<file path="config.mk">
export PLATFORM = sky130hd
export DESIGN_NAME = addr_gen_stack_check
export DESIGN_NICKNAME = d
export VERILOG_FILES = /design/src/logic/agu_pkg.sv /design/src/logic/addr_gen_stack_check.sv
export SDC_FILE = /design/constraint.sdc
export NUM_CORES = 1
export LEC_CHECK = 0
export BUFFER_PORTS_ARGS = -buffer_cell sky130_fd_sc_hd__buf_2
export CAP_MARGIN = 15
export CELL_PAD_IN_SITES_DETAIL_PLACEMENT = 1
export CELL_PAD_IN_SITES_GLOBAL_PLACEMENT = 1
export CORE_MARGIN = 5
export CORE_UTILIZATION = 47
export DETAILED_ROUTE_END_ITERATION = 8
export GPL_ROUTABILITY_DRIVEN = 0
export PLACE_DENSITY_LB_ADDON = 0.08
export RECOVER_POWER = 100
export SYNTH_ARGS = -nofsm -noshare
export SYNTH_HDL_FRONTEND = slang
export SYNTH_SLANG_ARGS = --single-unit
export TNS_END_PERCENT = 50
</file>
<file path="constraint.sdc">
create_clock -name mclk -period 8.1 [get_ports mclk]
set_clock_uncertainty 0.1 [all_clocks]
set_input_delay 1.62 -clock mclk [delete_from_list [all_inputs] [get_ports mclk]]
set_output_delay 1.62 -clock mclk [all_outputs]
set_load 0.01 [all_outputs]
</file>
<file path="src/logic/agu_pkg.sv">
// Constants and types shared by the address generation and stack check unit
package agu_pkg;

  // ==========================================================================
  // Register file layout
  localparam logic [3:0] WORK_REG_ZERO = 4'h0;
  localparam logic [3:0] X_PREFETCH_PTR_A = 4'h8;
  localparam logic [3:0] X_PREFETCH_PTR_B = 4'h9;
  localparam logic [3:0] Y_PREFETCH_PTR_A = 4'hA;
  localparam logic [3:0] Y_PREFETCH_PTR_B = 4'hB;
  localparam logic [3:0] STACK_PTR_REG = 4'hF;
  localparam int NUM_WORK_REGS = 16;

  // ==========================================================================
  // Values after reset
  localparam logic [15:0] WORK_REG_RST = 16'h0000;
  localparam logic [15:0] STACK_PTR_RST = 16'h0800;

  // ==========================================================================
  // Stack and address figures
  localparam logic [15:0] WORD_STEP = 16'h0002;
  localparam logic [15:0] SFR_FLOOR = 16'h0800;
  localparam int FILE_ADDR_W = 13;
  localparam int LIT5_W = 5;
  localparam int LIT8_W = 8;
  localparam int INTDIS_LIT_W = 14;

  // ==========================================================================
  // Secure RAM segment windows, inclusive byte addresses
  localparam logic [15:0] BOOT_RAM_LO = 16'h0800;
  localparam logic [15:0] BOOT_RAM_HI = 16'h08FF;
  localparam logic [15:0] SEC_RAM_LO = 16'h0900;
  localparam logic [15:0] SEC_RAM_HI = 16'h09FF;

  // ==========================================================================
  // Instruction classes, addressing modes and stack operations
  typedef enum logic [2:0] {
    CL_FILE, CL_MCU, CL_MOVE, CL_DSP, CL_STACK, CL_BRANCH, CL_INTDIS
  } class_t;

  typedef enum logic [3:0] {
    M_DIRECT, M_IND, M_POST, M_PRE, M_INDEXED, M_LITOFF, M_LIT5, M_LIT8, M_LIT16
  } mode_t;

  typedef enum logic [1:0] {
    S_PUSH, S_PUSH_CALL_HI, S_PUSH_EXC_HI, S_POP
  } stk_t;

endpackage

</file>
<file path="src/logic/addr_gen_stack_check.sv">
// Effective address generation, software stack and secure RAM gating
// ============================================================================
// Notes on behaviour
// Stack pointer always addresses first free word; stack grows upward.
// Push writes at pointer then adds two; pop subtracts two then reads.
// Call pushes of the upper PC word carry a clear upper byte.
// Exception pushes put the status low byte in the upper PC word's top.
// Limit register has no reset value; its bit 0 always reads zero.
// Addresses from the stack pointer above the limit raise a stack trap.
// Addresses from the stack pointer below 0x0800 raise a stack trap.
// Software avoids a stack-pointer indirect read right after a limit write.
// Boot secure RAM is reachable only from boot segment code when enabled; the gate checks ea only, not the Y address yEa.
// Secure segment RAM is reachable only from secure segment code; the gate checks ea only, not the Y address yEa.
// File register address is the 13-bit opcode field, first 8192 bytes.
// File register results go to the file register or working register 0.
// MCU operand 1 is register direct; operand 2 register, memory or 5-bit.
// Register indirect uses the base pointer unchanged as address.
// Post-modified indirect uses the pointer, then adds a constant to it.
// Pre-modified indirect adds a signed constant first, then uses it.
// Indexed adds offset register to base; literal offset adds a literal.
// Move source and destination share one 4-bit offset register field.
// Move class adds indexed, literal offset, 8-bit and 16-bit literals.
// DSP prefetch uses registers 8 and 9 for X, 10 and 11 for Y.
// DSP modes: indirect, post-modify by plus or minus 2, 4 or 6, indexed on second only.
// Branch takes a 16-bit signed literal; interrupt disable a 14-bit one.
// Stack trap request comes with the offending effective address.
`timescale 1ns/1ns
module addr_gen_stack_check (
  // Clock and reset
  input wire logic mclk,
  input wire logic sys_rst,
  // Instruction request
  input wire logic opValid,
  input wire agu_pkg::class_t opClass,
  input wire agu_pkg::mode_t opMode,
  input wire agu_pkg::stk_t stackOp,
  input wire logic [3:0] baseSel,
  input wire logic [3:0] offsetSel,
  input wire logic [15:0] modConst,
  input wire logic [15:0] litField,
  input wire logic fileToWorkReg,
  // Y space pointer of a dual-operand DSP instruction
  input wire agu_pkg::mode_t yMode,
  input wire logic ySel,
  input wire logic [15:0] yModConst,
  // Stack push data
  input wire logic [15:0] pushData,
  input wire logic [7:0] statusLowByte,
  // Working register and limit writes
  input wire logic regWrEn,
  input wire logic [3:0] regWrSel,
  input wire logic [15:0] regWrData,
  input wire logic limWrEn,
  input wire logic [15:0] limWrData,
  // Executing code segment and protection enables
  input wire logic bootProtEn,
  input wire logic secProtEn,
  input wire logic execInBoot,
  input wire logic execInSecure,
  // Addresses and memory strobes
  output logic eaValid,
  output logic [15:0] ea,
  output logic yEaValid,
  output logic [15:0] yEa,
  output logic memRdEn,
  output logic memWrEn,
  output logic [15:0] memWrData,
  // Operands and status
  output logic [15:0] opAData,
  output logic [15:0] opBData,
  output logic [15:0] litOut,
  output logic resultToWorkReg,
  output logic accessDenied,
  output logic stackTrap,
  output logic modeErr,
  output logic [15:0] stackPtr,
  output logic [15:0] stackLimit
);

  // ==========================================================================
  // Decoding helpers
  function automatic logic [15:0] eaCalc(agu_pkg::mode_t m, logic [15:0] b,
                                         logic [15:0] o, logic [15:0] k);
    unique case (m)
      agu_pkg::M_PRE: eaCalc = b + k;
      agu_pkg::M_INDEXED: eaCalc = b + o;
      agu_pkg::M_LITOFF: eaCalc = b + k;
      default: eaCalc = b;
    endcase
  endfunction

  function automatic logic dspOk(agu_pkg::mode_t m, logic second, logic [15:0] k);
    unique case (m)
      agu_pkg::M_IND: dspOk = 1'b1;
      agu_pkg::M_INDEXED: dspOk = second;
      agu_pkg::M_POST: dspOk = (k == 16'h0002) || (k == 16'h0004) ||
                               (k == 16'h0006) || (k == 16'hFFFE) ||
                               (k == 16'hFFFC) || (k == 16'hFFFA);
      default: dspOk = 1'b0;
    endcase
  endfunction

  function automatic logic inWin(logic [15:0] a, logic [15:0] lo, logic [15:0] hi);
    inWin = (a >= lo) && (a <= hi);
  endfunction

  // ==========================================================================
  // State
  logic [15:0] workQ [agu_pkg::NUM_WORK_REGS];
  logic [15:0] limitQ;
  logic [15:0] sp;
  logic [15:0] baseVal;
  logic [15:0] offVal;
  logic [3:0] xIdx;
  logic [3:0] yIdx;

  assign sp = workQ[agu_pkg::STACK_PTR_REG];
  assign baseVal = workQ[baseSel];
  assign offVal = workQ[offsetSel];
  assign xIdx = baseSel[0] ? agu_pkg::X_PREFETCH_PTR_B : agu_pkg::X_PREFETCH_PTR_A;
  assign yIdx = ySel ? agu_pkg::Y_PREFETCH_PTR_B : agu_pkg::Y_PREFETCH_PTR_A;

  // ==========================================================================
  // Address formation
  logic eaGen;
  logic [15:0] eaD;
  logic [3:0] ptrIdx;
  logic wbEn;
  logic [15:0] wbVal;
  logic yGen;
  logic [15:0] yEaD;
  logic yWbEn;
  logic [15:0] yWbVal;
  logic rdD;
  logic wrD;
  logic [15:0] wrDataD;
  logic [15:0] opAD;
  logic [15:0] opBD;
  logic [15:0] litD;
  logic toWorkRegD;
  logic errD;
  logic [15:0] addK;

  assign addK = (opMode == agu_pkg::M_LITOFF) ? litField : modConst;

  always_comb begin
    eaGen = 1'b0;
    eaD = 16'h0000;
    ptrIdx = baseSel;
    wbEn = 1'b0;
    wbVal = 16'h0000;
    yGen = 1'b0;
    yEaD = 16'h0000;
    yWbEn = 1'b0;
    yWbVal = 16'h0000;
    rdD = 1'b0;
    wrD = 1'b0;
    wrDataD = 16'h0000;
    opAD = 16'h0000;
    opBD = 16'h0000;
    litD = 16'h0000;
    toWorkRegD = 1'b0;
    errD = 1'b0;
    if (opValid) begin
      unique case (opClass)
        agu_pkg::CL_FILE: begin
          eaGen = 1'b1;
          eaD = {3'h0, litField[agu_pkg::FILE_ADDR_W-1:0]};
          rdD = 1'b1;
          opAD = workQ[agu_pkg::WORK_REG_ZERO];
          toWorkRegD = fileToWorkReg;
          // Direct address with no pointer behind it, so no stack check
          ptrIdx = agu_pkg::WORK_REG_ZERO;
        end
        agu_pkg::CL_MCU, agu_pkg::CL_MOVE: begin
          opAD = offVal;
          unique case (opMode)
            agu_pkg::M_DIRECT: opBD = baseVal;
            agu_pkg::M_LIT5: opBD = {11'h000, litField[agu_pkg::LIT5_W-1:0]};
            agu_pkg::M_LIT8: begin
              opBD = {8'h00, litField[agu_pkg::LIT8_W-1:0]};
              errD = (opClass == agu_pkg::CL_MCU);
            end
            agu_pkg::M_LIT16: begin
              opBD = litField;
              errD = (opClass == agu_pkg::CL_MCU);
            end
            default: begin
              // Index and literal offset exist only for the move class
              eaGen = 1'b1;
              eaD = eaCalc(opMode, baseVal, offVal, addK);
              rdD = 1'b1;
              errD = (opClass == agu_pkg::CL_MCU) && ((opMode == agu_pkg::M_INDEXED) ||
                     (opMode == agu_pkg::M_LITOFF));
              wbEn = (opMode == agu_pkg::M_POST) || (opMode == agu_pkg::M_PRE);
              wbVal = baseVal + modConst;
            end
          endcase
        end
        agu_pkg::CL_DSP: begin
          eaGen = 1'b1;
          ptrIdx = xIdx;
          eaD = eaCalc(opMode, workQ[xIdx], offVal, modConst);
          rdD = 1'b1;
          wbEn = (opMode == agu_pkg::M_POST);
          wbVal = workQ[xIdx] + modConst;
          yGen = 1'b1;
          yEaD = eaCalc(yMode, workQ[yIdx], offVal, yModConst);
          yWbEn = (yMode == agu_pkg::M_POST);
          yWbVal = workQ[yIdx] + yModConst;
          errD = !dspOk(opMode, baseSel[0], modConst) ||
                 !dspOk(yMode, ySel, yModConst);
        end
        agu_pkg::CL_STACK: begin
          eaGen = 1'b1;
          ptrIdx = agu_pkg::STACK_PTR_REG;
          wbEn = 1'b1;
          if (stackOp == agu_pkg::S_POP) begin
            eaD = sp - agu_pkg::WORD_STEP;
            wbVal = sp - agu_pkg::WORD_STEP;
            rdD = 1'b1;
          end else begin
            eaD = sp;
            wbVal = sp + agu_pkg::WORD_STEP;
            wrD = 1'b1;
            unique case (stackOp)
              agu_pkg::S_PUSH_CALL_HI: wrDataD = {8'h00, pushData[7:0]};
              agu_pkg::S_PUSH_EXC_HI: wrDataD = {statusLowByte, pushData[7:0]};
              default: wrDataD = pushData;
            endcase
          end
        end
        agu_pkg::CL_BRANCH: litD = litField;
        agu_pkg::CL_INTDIS: litD = {2'h0, litField[agu_pkg::INTDIS_LIT_W-1:0]};
        // Unused class code
        default: errD = 1'b1;
      endcase
    end
  end

  // ==========================================================================
  // Checks on the formed address
  logic trapD;
  logic deniedD;

  // Floor is tested on the pointer too, so a pop that wraps past zero still traps
  assign trapD = eaGen && (ptrIdx == agu_pkg::STACK_PTR_REG) &&
                 ((eaD > limitQ) || (eaD < agu_pkg::SFR_FLOOR) ||
                  (sp < agu_pkg::SFR_FLOOR));

  assign deniedD = eaGen && (
    (bootProtEn && !execInBoot &&
     inWin(eaD, agu_pkg::BOOT_RAM_LO, agu_pkg::BOOT_RAM_HI)) ||
    (secProtEn && !execInSecure &&
     inWin(eaD, agu_pkg::SEC_RAM_LO, agu_pkg::SEC_RAM_HI)));

  // ==========================================================================
  // Working registers: pointer updates win over a decode write to the same one
  always_ff @(posedge mclk) begin
    if (sys_rst) begin
      for (int i = 0; i < agu_pkg::NUM_WORK_REGS; i++) begin
        workQ[i] <= agu_pkg::WORK_REG_RST;
      end
      workQ[agu_pkg::STACK_PTR_REG] <= agu_pkg::STACK_PTR_RST;
    end else begin
      if (regWrEn) begin
        workQ[regWrSel] <= regWrData;
      end
      if (wbEn) begin
        workQ[ptrIdx] <= wbVal;
      end
      if (yWbEn) begin
        workQ[yIdx] <= yWbVal;
      end
    end
  end

  // Left without reset on purpose; software must load it before use
  always_ff @(posedge mclk) begin
    if (limWrEn) begin
      limitQ <= {limWrData[15:1], 1'b0};
    end
  end

  // ==========================================================================
  // Registered outputs
  always_ff @(posedge mclk) begin
    if (sys_rst) begin
      eaValid <= 1'b0;
      ea <= 16'h0000;
      yEaValid <= 1'b0;
      yEa <= 16'h0000;
      memRdEn <= 1'b0;
      memWrEn <= 1'b0;
      memWrData <= 16'h0000;
      accessDenied <= 1'b0;
      stackTrap <= 1'b0;
    end else begin
      eaValid <= eaGen;
      ea <= eaD;
      yEaValid <= yGen;
      yEa <= yEaD;
      // A denied access never reaches memory
      memRdEn <= rdD && !deniedD;
      memWrEn <= wrD && !deniedD;
      memWrData <= wrDataD;
      accessDenied <= deniedD;
      stackTrap <= trapD;
    end
  end

  always_ff @(posedge mclk) begin
    if (sys_rst) begin
      opAData <= 16'h0000;
      opBData <= 16'h0000;
      litOut <= 16'h0000;
      resultToWorkReg <= 1'b0;
      modeErr <= 1'b0;
    end else begin
      opAData <= opAD;
      opBData <= opBD;
      litOut <= litD;
      resultToWorkReg <= toWorkRegD;
      modeErr <= errD;
    end
  end

  assign stackPtr = sp;
  assign stackLimit = limitQ;

  logic isPush;
  logic isPop;
  logic limitLoaded;
  assign isPush = opValid && opClass == agu_pkg::CL_STACK && stackOp != agu_pkg::S_POP;
  assign isPop = opValid && opClass == agu_pkg::CL_STACK && stackOp == agu_pkg::S_POP;

  always_ff @(posedge mclk) begin
    if (sys_rst) begin
      limitLoaded <= 1'b0;
    end else if (limWrEn) begin
      limitLoaded <= 1'b1;
    end
  end
endmodule

</file>
* Word-level counts from Yosys, hierarchy flattened *
Memories as Yosys holds them, arrays and structs flattened.
Index checks and enable logic that the tools add are counted.

word-level totals
  flip-flop bits (word level) = 119
  memory bits (writable) = 256
  input bits = 140
  output and inout bits = 136
  word-level logic and storage cells = 191
  memories kept = 1

cells by class
  add/sub/neg operators = 9
  magnitude comparators = 7
  eq/ne operators = 35
  mux-type cells = 66
  bitwise gates (word level) = 6
  reduce and logical (&&, ||, !) cells = 52

memory list
  memory  words  bits a word  read ports  clocked after memory_dff  write ports  line                         source
  workQ   16     16           6           0                         16           addr_gen_stack_check.sv:109  logic [15:0] workQ [agu_pkg::NUM_WORK_REGS];

operators with widths
  kind                     count
  $mux W16                 13
  $pmux W16 S2             6
  $pmux W16 S4             2
  $add A16 B16 Y16         7
  $eq A16 B16 Y1 const B   6
  $eq A16 B3 Y1 const B    4
  $pmux W16 S3             1
  $reduce_or A16 Y1        3
  $eq A16 B2 Y1 const B    2
  $ge A16 B12 Y1 const B   2
  $le A16 B12 Y1 const B   2
  $lt A16 B12 Y1 const B   2
  $mux W1                  32
  $eq A4 B3 Y1 const B     6
  $add A16 B2 Y16 const B  1
  $eq A4 B2 Y1 const B     4
  $gt A16 B16 Y1           1
  $logic_or A1 B1 Y1       16
  $mux W4                  4
  $sub A16 B2 Y16 const B  1
  $pmux W1 S3              5
  $reduce_or A2 Y1         7
  $logic_and A1 B1 Y1      12
  $pmux W4 S3              1
  15 further kinds         35

* Logic depth before layout (Yosys ltp) *
Gate-level depths: netlist of run 1.

  depth after elaboration = 14
  gate-level depth with buffers = 28
  depth with buffers taken out = 23

* Worst setup path after synthesis of run 1 *
OpenSTA, ideal clock, no wires.

  path type = in2reg
  start = input port offsetSel[0]
  end = register stackTrap
  data arrival time = 6.992 ns
  setup slack = 0.889 ns
  stages on the path = 24
  buffers on the path = 2
  cells stage by stage = buf_2 -> buf_1 -> mux4_2 -> mux4_2 -> nand2_1 -> o21ai_0 -> ha_1 -> fa_1 -> a211oi_1 -> o21ai_0 -> a311o_1 -> and4b_1 -> a2111oi_0 -> nand3_1 -> a21oi_1 -> nor2_1 -> ha_1 -> nand4_1 -> nor2_1 -> nand2_1 -> nor4_1 -> nand2_1 -> nand3_1 -> o21ai_1

between the ends
  cells in the longest elaborated chain, start to end = 10
  elaborated cells between the ends (all ways) = 13
  those cells by class = add/sub: 2; order compare: 2; mux: 5; reduce/logical: 3; memory: 1

ends and longest elaborated chain
  what                                                     line                         source
  from (decl)                                              addr_gen_stack_check.sv:38   input wire logic [3:0] offsetSel,
  $mem_v2 Z16 W16 *                                        --
  $add A16 B16 Y16                                         addr_gen_stack_check.sv:86   agu_pkg::M_INDEXED: eaCalc = b + o;
  $pmux W16 S2                                             addr_gen_stack_check.sv:84   unique case (m)
  $mux W16                                                 addr_gen_stack_check.sv:177  unique case (opMode)
  $pmux W16 S4 *                                           addr_gen_stack_check.sv:165  unique case (opClass)
  $mux W16 *                                               addr_gen_stack_check.sv:164  if (opValid) begin
  net eaD[12]                                              addr_gen_stack_check.sv:126  logic [15:0] eaD;
  $gt A16 B16 Y1 / $lt A16 B12 Y1 (equally long branches)  addr_gen_stack_check.sv:248  ((eaD > limitQ) || (eaD < agu_pkg::SFR_FLOOR) ||
  $logic_or A1 B1 Y1 * (2 in a row)                        addr_gen_stack_check.sv:248
  $logic_and A1 B1 Y1 *                                    addr_gen_stack_check.sv:247  assign trapD = eaGen && (ptrIdx == agu_pkg::STACK_PTR_REG) &&
  to (signal assigned)                                     addr_gen_stack_check.sv:308  stackTrap <= trapD;
  to (decl)                                                addr_gen_stack_check.sv:74   output logic stackTrap,

Mark *: on every way through the listed nets, which the timed path passes. The rest lies on a longest branch.
A chain may end at the register's enable or synchronous reset.

==> reports/qor.txt, run 1 <==
status -> complete, but fails checks
failing checks -> max-capacitance violations, max-slew violations
post-CTS setup buffer count -> 0
vias per cell -> 6.91
Power Density -> 188 nW/um2
Resized cells post-CTS -> 0
maxcap violations -> 9
CP arrival -> 7.65 ns
Core Area -> 56400 um2
post-layout min period -> 7.47 ns
worst hold start -> workQ[0][13]
area leader, netlist -> edfxtp_1
IO Pins -> 276
Worst Setup End Kind -> register
Root Driver -> clkbuf_16
DRT Pass-1 Iters -> 6
yosys warns -> 0
worst reg2reg setup slack -> 1.54 ns
CP required -> 8.27 ns
CTS buffer count -> 45
Period Utilization, post-route -> 0.923
Most common cell on crit path -> buf_4
Routed Antenna Nets -> 0
first-pass GRT wire length -> 174 mm
post-route cell area -> 30200 um2
DRC viols -> 0
critical path launch point type -> input port
critical path's slowest cell -> clkbuf_1
Final Hold Fails -> 0
clk sink count -> 375
RSZ-0062 raised after global routing -> no
final setup fails -> 0
initial antenna violation count -> 6
register bit total from synthesis -> 375
routed via count -> 25.6k
Worst-Skew Late Latency -> 0.61 ns
CTS tree -> built
Max Fclk -> 134 MHz
worst reg-to-reg path cell count -> 23
Iter 0 DRT Violations -> 2927
I/O Buffers -> 273
Area growth, synth to finish -> 12.8%
Cells after Synth -> 2712
final setup margin -> 0.626 ns
ratio of cells with drive above 1 in the final layout -> 0.164
Mean Syn Cell Area -> 9.87 um2
critical-path cell list -> buf_4, buf_4, mux2_1, nor2_1, a21oi_1, mux4_2, ha_1, or3_1, o311a_1, o31a_1, o41ai_1, xnor2_1, a221o_1, nand2_1, clkbuf_1, o21ai_0
maximum fanout along the worst path -> 18
critical path capture point -> workQ[1][13]
Worst Setup SP -> baseSel[0]
worst-margin pin slew -> 2.17 ns
Synth Cell Area -> 26800 um2
Distinct cells, synth -> 98
largest net degree at the start of global routing -> 34
HPWL after DPL -> 91.6 mm
overall routed net length -> 123 mm
nets -> 3162
Routed WL per cell -> 33.1 um
utilization after layout -> 0.536
Starting Density -> 0.475
kind of critical path -> input port to register
peak supply drop -> 0.000146 V
vias in the first global route -> 25.6k
Power Total -> 5.69 mW
FF-to-FF End -> stackTrap
HP Class -> register to register
Final Max Slew Viols -> 264
maximum clock insertion buffer count -> 3
EDFF count, synth -> 271
Area contributors post-synth -> edfxtp_1 (30%), mux4_2 (12%), dfxtp_1 (7.8%)
grt ovf -> 0
Largest stage delay, worst path -> 0.74 ns
GRT Total Usage -> 0.377
Synth top area share -> 0.304
Max H-tree Level -> 2
Die Height -> 249 um
Setup WS pre-CTS -> 0.288 ns
Async S/R FF share, synth -> 0
Rows -> 87
worst reg2reg startpoint -> workQ[15][0]
Die Area -> 61800 um2
Syn Nets -> 2969
width of the die -> 249 um
Leakage -> 11.1 nW
# hold bufs at CTS -> 0
worst relative slew slack -> -0.445
Worst-path clk slew -> 0.06 ns
Seq/Total Area, Yosys -> 0.382
Setup TNS -> 0 ns
placed instance area -> 29000 um2
main flop type after synthesis -> edfxtp_1
## worst min-delay path by stage
stage | endpoint | slack (ns) | depth (start not counted)
floorplan | opAData[8] | 0.41 | 2
detailed placement | opAData[13] | 0.52 | 2
CTS | opAData[13] | 0.54 | 2
finish | opAData[13] | 0.54 | 2
global placement | opAData[13] | 0.50 | 2
global route | opAData[13] | 0.59 | 2
## Yosys cell counts (6+ instances only)
library cell / n
mux4_1: 6
mux4_2: 142
inv_1: 47
o21a_1: 24
a21oi_1: 132
o21ai_1: 16
a311oi_1: 9
nor3b_1: 6
or2_2: 7
edfxtp_1: 271
mux2_2: 31
buf_4: 9
nor3_1: 47
a211o_1: 6
clkbuf_1: 168
ha_1: 111
xnor2_1: 53
mux2i_1: 44
xor2_1: 45
buf_1: 27
nand3_1: 230
and3b_1: 6
nor2b_1: 33
a21o_1: 32
or3_1: 16
o21ai_0: 294
fa_1: 6
o22ai_1: 11
and2_1: 41
dfxtp_1: 104
o21bai_1: 11
o21ai_2: 10
nand4_1: 17
and3_1: 13
o31ai_1: 6
a211oi_1: 15
a22oi_1: 53
nand3b_1: 9
nand2b_1: 22
buf_2: 12
nand2_1: 231
nor4_1: 15
o211ai_1: 18
nor2_1: 186
a31oi_1: 18
## cell type report
cell class,count,area [um2]
antenna,4,10.0
clock buffer,59,1270
clock inverter,23,298
fill,6468,26200
inverter,48,180
multi-input combinational,2066,15400
sequential,375,10200
tap,756,946
timing repair buffer,369,1860
## worst max-delay path: cells and delay by family
| kind | cells | cell delay (ns) |
|---|---|---|
| AO/OA/AOI/OAI | 6 | 2.17 |
| AND/OR/NAND/NOR | 3 | 0.71 |
| adder cells (fa/ha/maj) | 1 | 0.28 |
| buffers and inverters | 3 | 1.48 |
| XOR/XNOR | 1 | 0.14 |
| multiplexers | 2 | 1.20 |
## flip-flops by register name (all words and copies together) (netlist names), 15 cells and up
name / count
ea: 16
yEa: 16
litOut: 16
workQ: 256
stackLimit: 15
opAData: 16
memWrData: 16
opBData: 16
## kinds of logic (layout without fill, tap and decap cells)
kind of cell,after synthesis,count (layout),share of synthesized area
flip-flops,375,375,0.382
AO/OA/AOI/OAI,720,720,0.167
multiplexers,224,224,0.155
other,1,5,0.000140
AND/OR/NAND/NOR,905,905,0.165
adder cells (fa/ha/maj),117,117,0.0564
XOR/XNOR,99,99,0.0327
buffers and inverters,271,499,0.0419
## placed cells by master (no fill, tap or decap), types with 13 or more instances in the layout
cell	instances
ha_1	111
xor2_1	45
or3_1	16
xnor2_1	53
clkbuf_16	45
and2_1	23
a21o_1	32
o211ai_1	18
edfxtp_1	271
nand3_1	230
mux2_2	28
mux4_2	142
o21ai_0	312
nor3_1	43
nand2b_1	22
nand4_1	17
o21a_1	24
nand2_1	231
a31oi_1	18
buf_4	61
clkbuf_1	174
nor4_1	14
nor2b_1	33
dfxtp_1	104
mux2i_1	44
a211oi_1	16
inv_1	47
buf_2	133
and2_0	19
nor2_1	184
a21oi_1	132
and3_1	13
a22oi_1	53
## report_power, final
group | internal, mW | leakage [nW] | total [mW] | switching [mW]
Combinational | 0.455 | 6.68 | 1.31 | 0.859
Sequential | 2.12 | 3.67 | 2.18 | 0.0554
Clock | 1.32 | 0.773 | 2.20 | 0.873
Total | 3.90 | 11.1 | 5.69 | 1.79
## metal layers
metal / vias to the layer above / GRT usage / share of wire / wire (um)
met1: 12653 / 0.445 / 0.35 / 43200
met4: 2 / 0.250 / 0.087 / 10700
met3: 511 / 0.110 / 0.11 / 13500
li1: 10702 / - / - / -
met2: 1708 / 0.599 / 0.45 / 55200
met5: - / 0 / 0.00011 / 13
## stage by stage
step,hold WS (ns),instances
finish,0.538,3700
floorplan,0.409,2712
global placement,0.505,3611
CTS,0.538,3693
global route,0.585,3697
detailed placement,0.522,3611
(Power assumes the default switching activity.)
==> run 2, diff against run 1 <==
--- a/config.mk
+++ b/config.mk
@@ -13,6 +13,7 @@
 export CORE_UTILIZATION = 47
 export DETAILED_ROUTE_END_ITERATION = 8
 export GPL_ROUTABILITY_DRIVEN = 0
+export HOLD_SLACK_MARGIN = 0.06
 export PLACE_DENSITY_LB_ADDON = 0.08
 export RECOVER_POWER = 100
 export SYNTH_ARGS = -nofsm -noshare
==> constraint.sdc (replaced) <==
create_clock -name mclk -period 7.8 [get_ports mclk]
set_clock_uncertainty 0.1 [all_clocks]
set_input_delay 1.56 -clock mclk [delete_from_list [all_inputs] [get_ports mclk]]
set_output_delay 1.56 -clock mclk [all_outputs]
set_load 0.01 [all_outputs]
==> reports/qor.txt, run 2 (same netlist as run 1, synthesis figures left out) <==
worst reg2reg startpoint -> workQ[15][0]
max reg flops -> 256
nets -> 3166
Max H-tree Level -> 2
Worst-path clk slew -> 0.07 ns
vias in the first global route -> 25.9k
vias per cell -> 6.95
CP arrival -> 7.41 ns
worst reg2reg setup slack -> 1.37 ns
worst relative slew slack -> -0.963
DRT Pass-1 Iters -> 5
Iter 0 DRT Violations -> 3223
Die Height -> 249 um
ratio of cells with drive above 1 in the final layout -> 0.164
Resized cells post-CTS -> 0
post-CTS setup buffer count -> 0
CTS tree -> built
Top reg by flops -> workQ
Hold WS -> 0.513 ns
final setup fails -> 0
commonest non-fill, non-tap cells in the layout -> o21ai_0 (309), edfxtp_1 (271), nand2_1 (231)
post-layout min period -> 7.52 ns
HP Class -> register to register
initial antenna violation count -> 6
FF-to-FF End -> stackTrap
CP required -> 7.69 ns
HPWL after DPL -> 91.7 mm
status -> complete, but fails checks
routed via count -> 25.7k
Worst Setup End Kind -> register
CTS buffer count -> 42
critical path launch point type -> input port
Placed Cells -> 3621
failing checks -> max-capacitance violations, max-slew violations
peak supply drop -> 0.000155 V
Post-Layout Cell Count -> 3703
I/O Buffers -> 273
maximum clock insertion buffer count -> 3
Routed Antenna Nets -> 0
Leakage -> 11.1 nW
IO Pins -> 276
Starting Density -> 0.475
DRC viols -> 0
critical path capture point -> workQ[3][3]
overall routed net length -> 122 mm
# hold bufs at CTS -> 0
Worst-Skew Late Latency -> 0.60 ns
commonest non-fill, non-tap cell in the layout -> o21ai_0
Setup TNS -> 0 ns
Die Area -> 61800 um2
Worst Setup SP -> opClass[2]
Area growth, synth to finish -> 12.4%
Final Max Slew Viols -> 363
Power Density -> 187 nW/um2
first-pass GRT wire length -> 175 mm
Routed WL per cell -> 33.0 um
RSZ-0062 raised after global routing -> no
largest net degree at the start of global routing -> 43
worst-margin pin slew -> 2.92 ns
Core Area -> 56400 um2
Final Hold Fails -> 0
Rows -> 87
Setup WS pre-CTS -> 0.308 ns
worst reg-to-reg path cell count -> 23
GRT Total Usage -> 0.377
kind of critical path -> input port to register
maximum fanout along the worst path -> 33
grt ovf -> 0
Period Utilization, post-route -> 0.964
final setup margin -> 0.280 ns
clk sink count -> 375
maxcap violations -> 13
Root Driver -> clkbuf_16
Max Fclk -> 133 MHz
width of the die -> 249 um
[run 2: changes by cell type in the layout (fill, tap and decap cells not counted), sizes merged]
cell / previous run / this run
clkbuf: 229 / 231
bufinv: 7 / 2
inv: 50 / 49
buf: 199 / 205
clkinvlp: 1 / 2
[run 2: power breakdown]
group	internal (mW)	leakage [nW]	switching, mW
clock network	1.14	0.669	0.862
logic	0.478	6.71	0.889
registers	2.20	3.67	0.0550
total	3.82	11.1	1.81
[run 2: worst max-delay path: stages]
cell and delay (ns):
clkbuf_1 0.59, nor3_2 0.27, clkbuf_1 1.10, nand3b_1 0.42, nor3_1 0.22, and2_0 0.36, nand2_1 0.10, clkbuf_1 1.39
nand2_1 1.36
[run 2: metrics by stage]
step	util	power [mW]	cell area, um2
floorplan	-	3.10	26800
detailed placement	0.516	3.63	29100
global placement	0.516	3.58	29100
global route	0.534	5.79	30100
CTS	0.540	5.61	30400
finish	0.534	5.63	30100
[run 2: how the worst min path moves through the flow]
stage | start | end | slack (ns) | cells past startpoint
finish | workQ[0][8] | opAData[8] | 0.51 | 2
global route | workQ[0][8] | opAData[8] | 0.53 | 2
CTS | workQ[0][7] | opAData[7] | 0.51 | 2
detailed placement | workQ[0][8] | opAData[8] | 0.49 | 2
global placement | workQ[0][6] | opAData[6] | 0.49 | 2
floorplan | workQ[0][8] | opAData[8] | 0.41 | 2
[run 2: final cells by class]
type	count	area, um2
Timing Repair Buffer	376	1920
Antenna cell	4	10.0
Clock inverter	18	160
Inverter	48	180
Tap cell	756	946
Fill cell	6432	26300
Sequential cell	375	10200
Multi-Input combinational cell	2066	15500
Clock buffer	60	1200
[run 2: metal layers]
layer  share of wire  up-vias  track usage
met4           0.089        4        0.255
met2            0.44     1730        0.595
met1            0.35    12795        0.451
met3            0.11      523        0.103
li1                -    10696            -
met5         0.00022        -            0
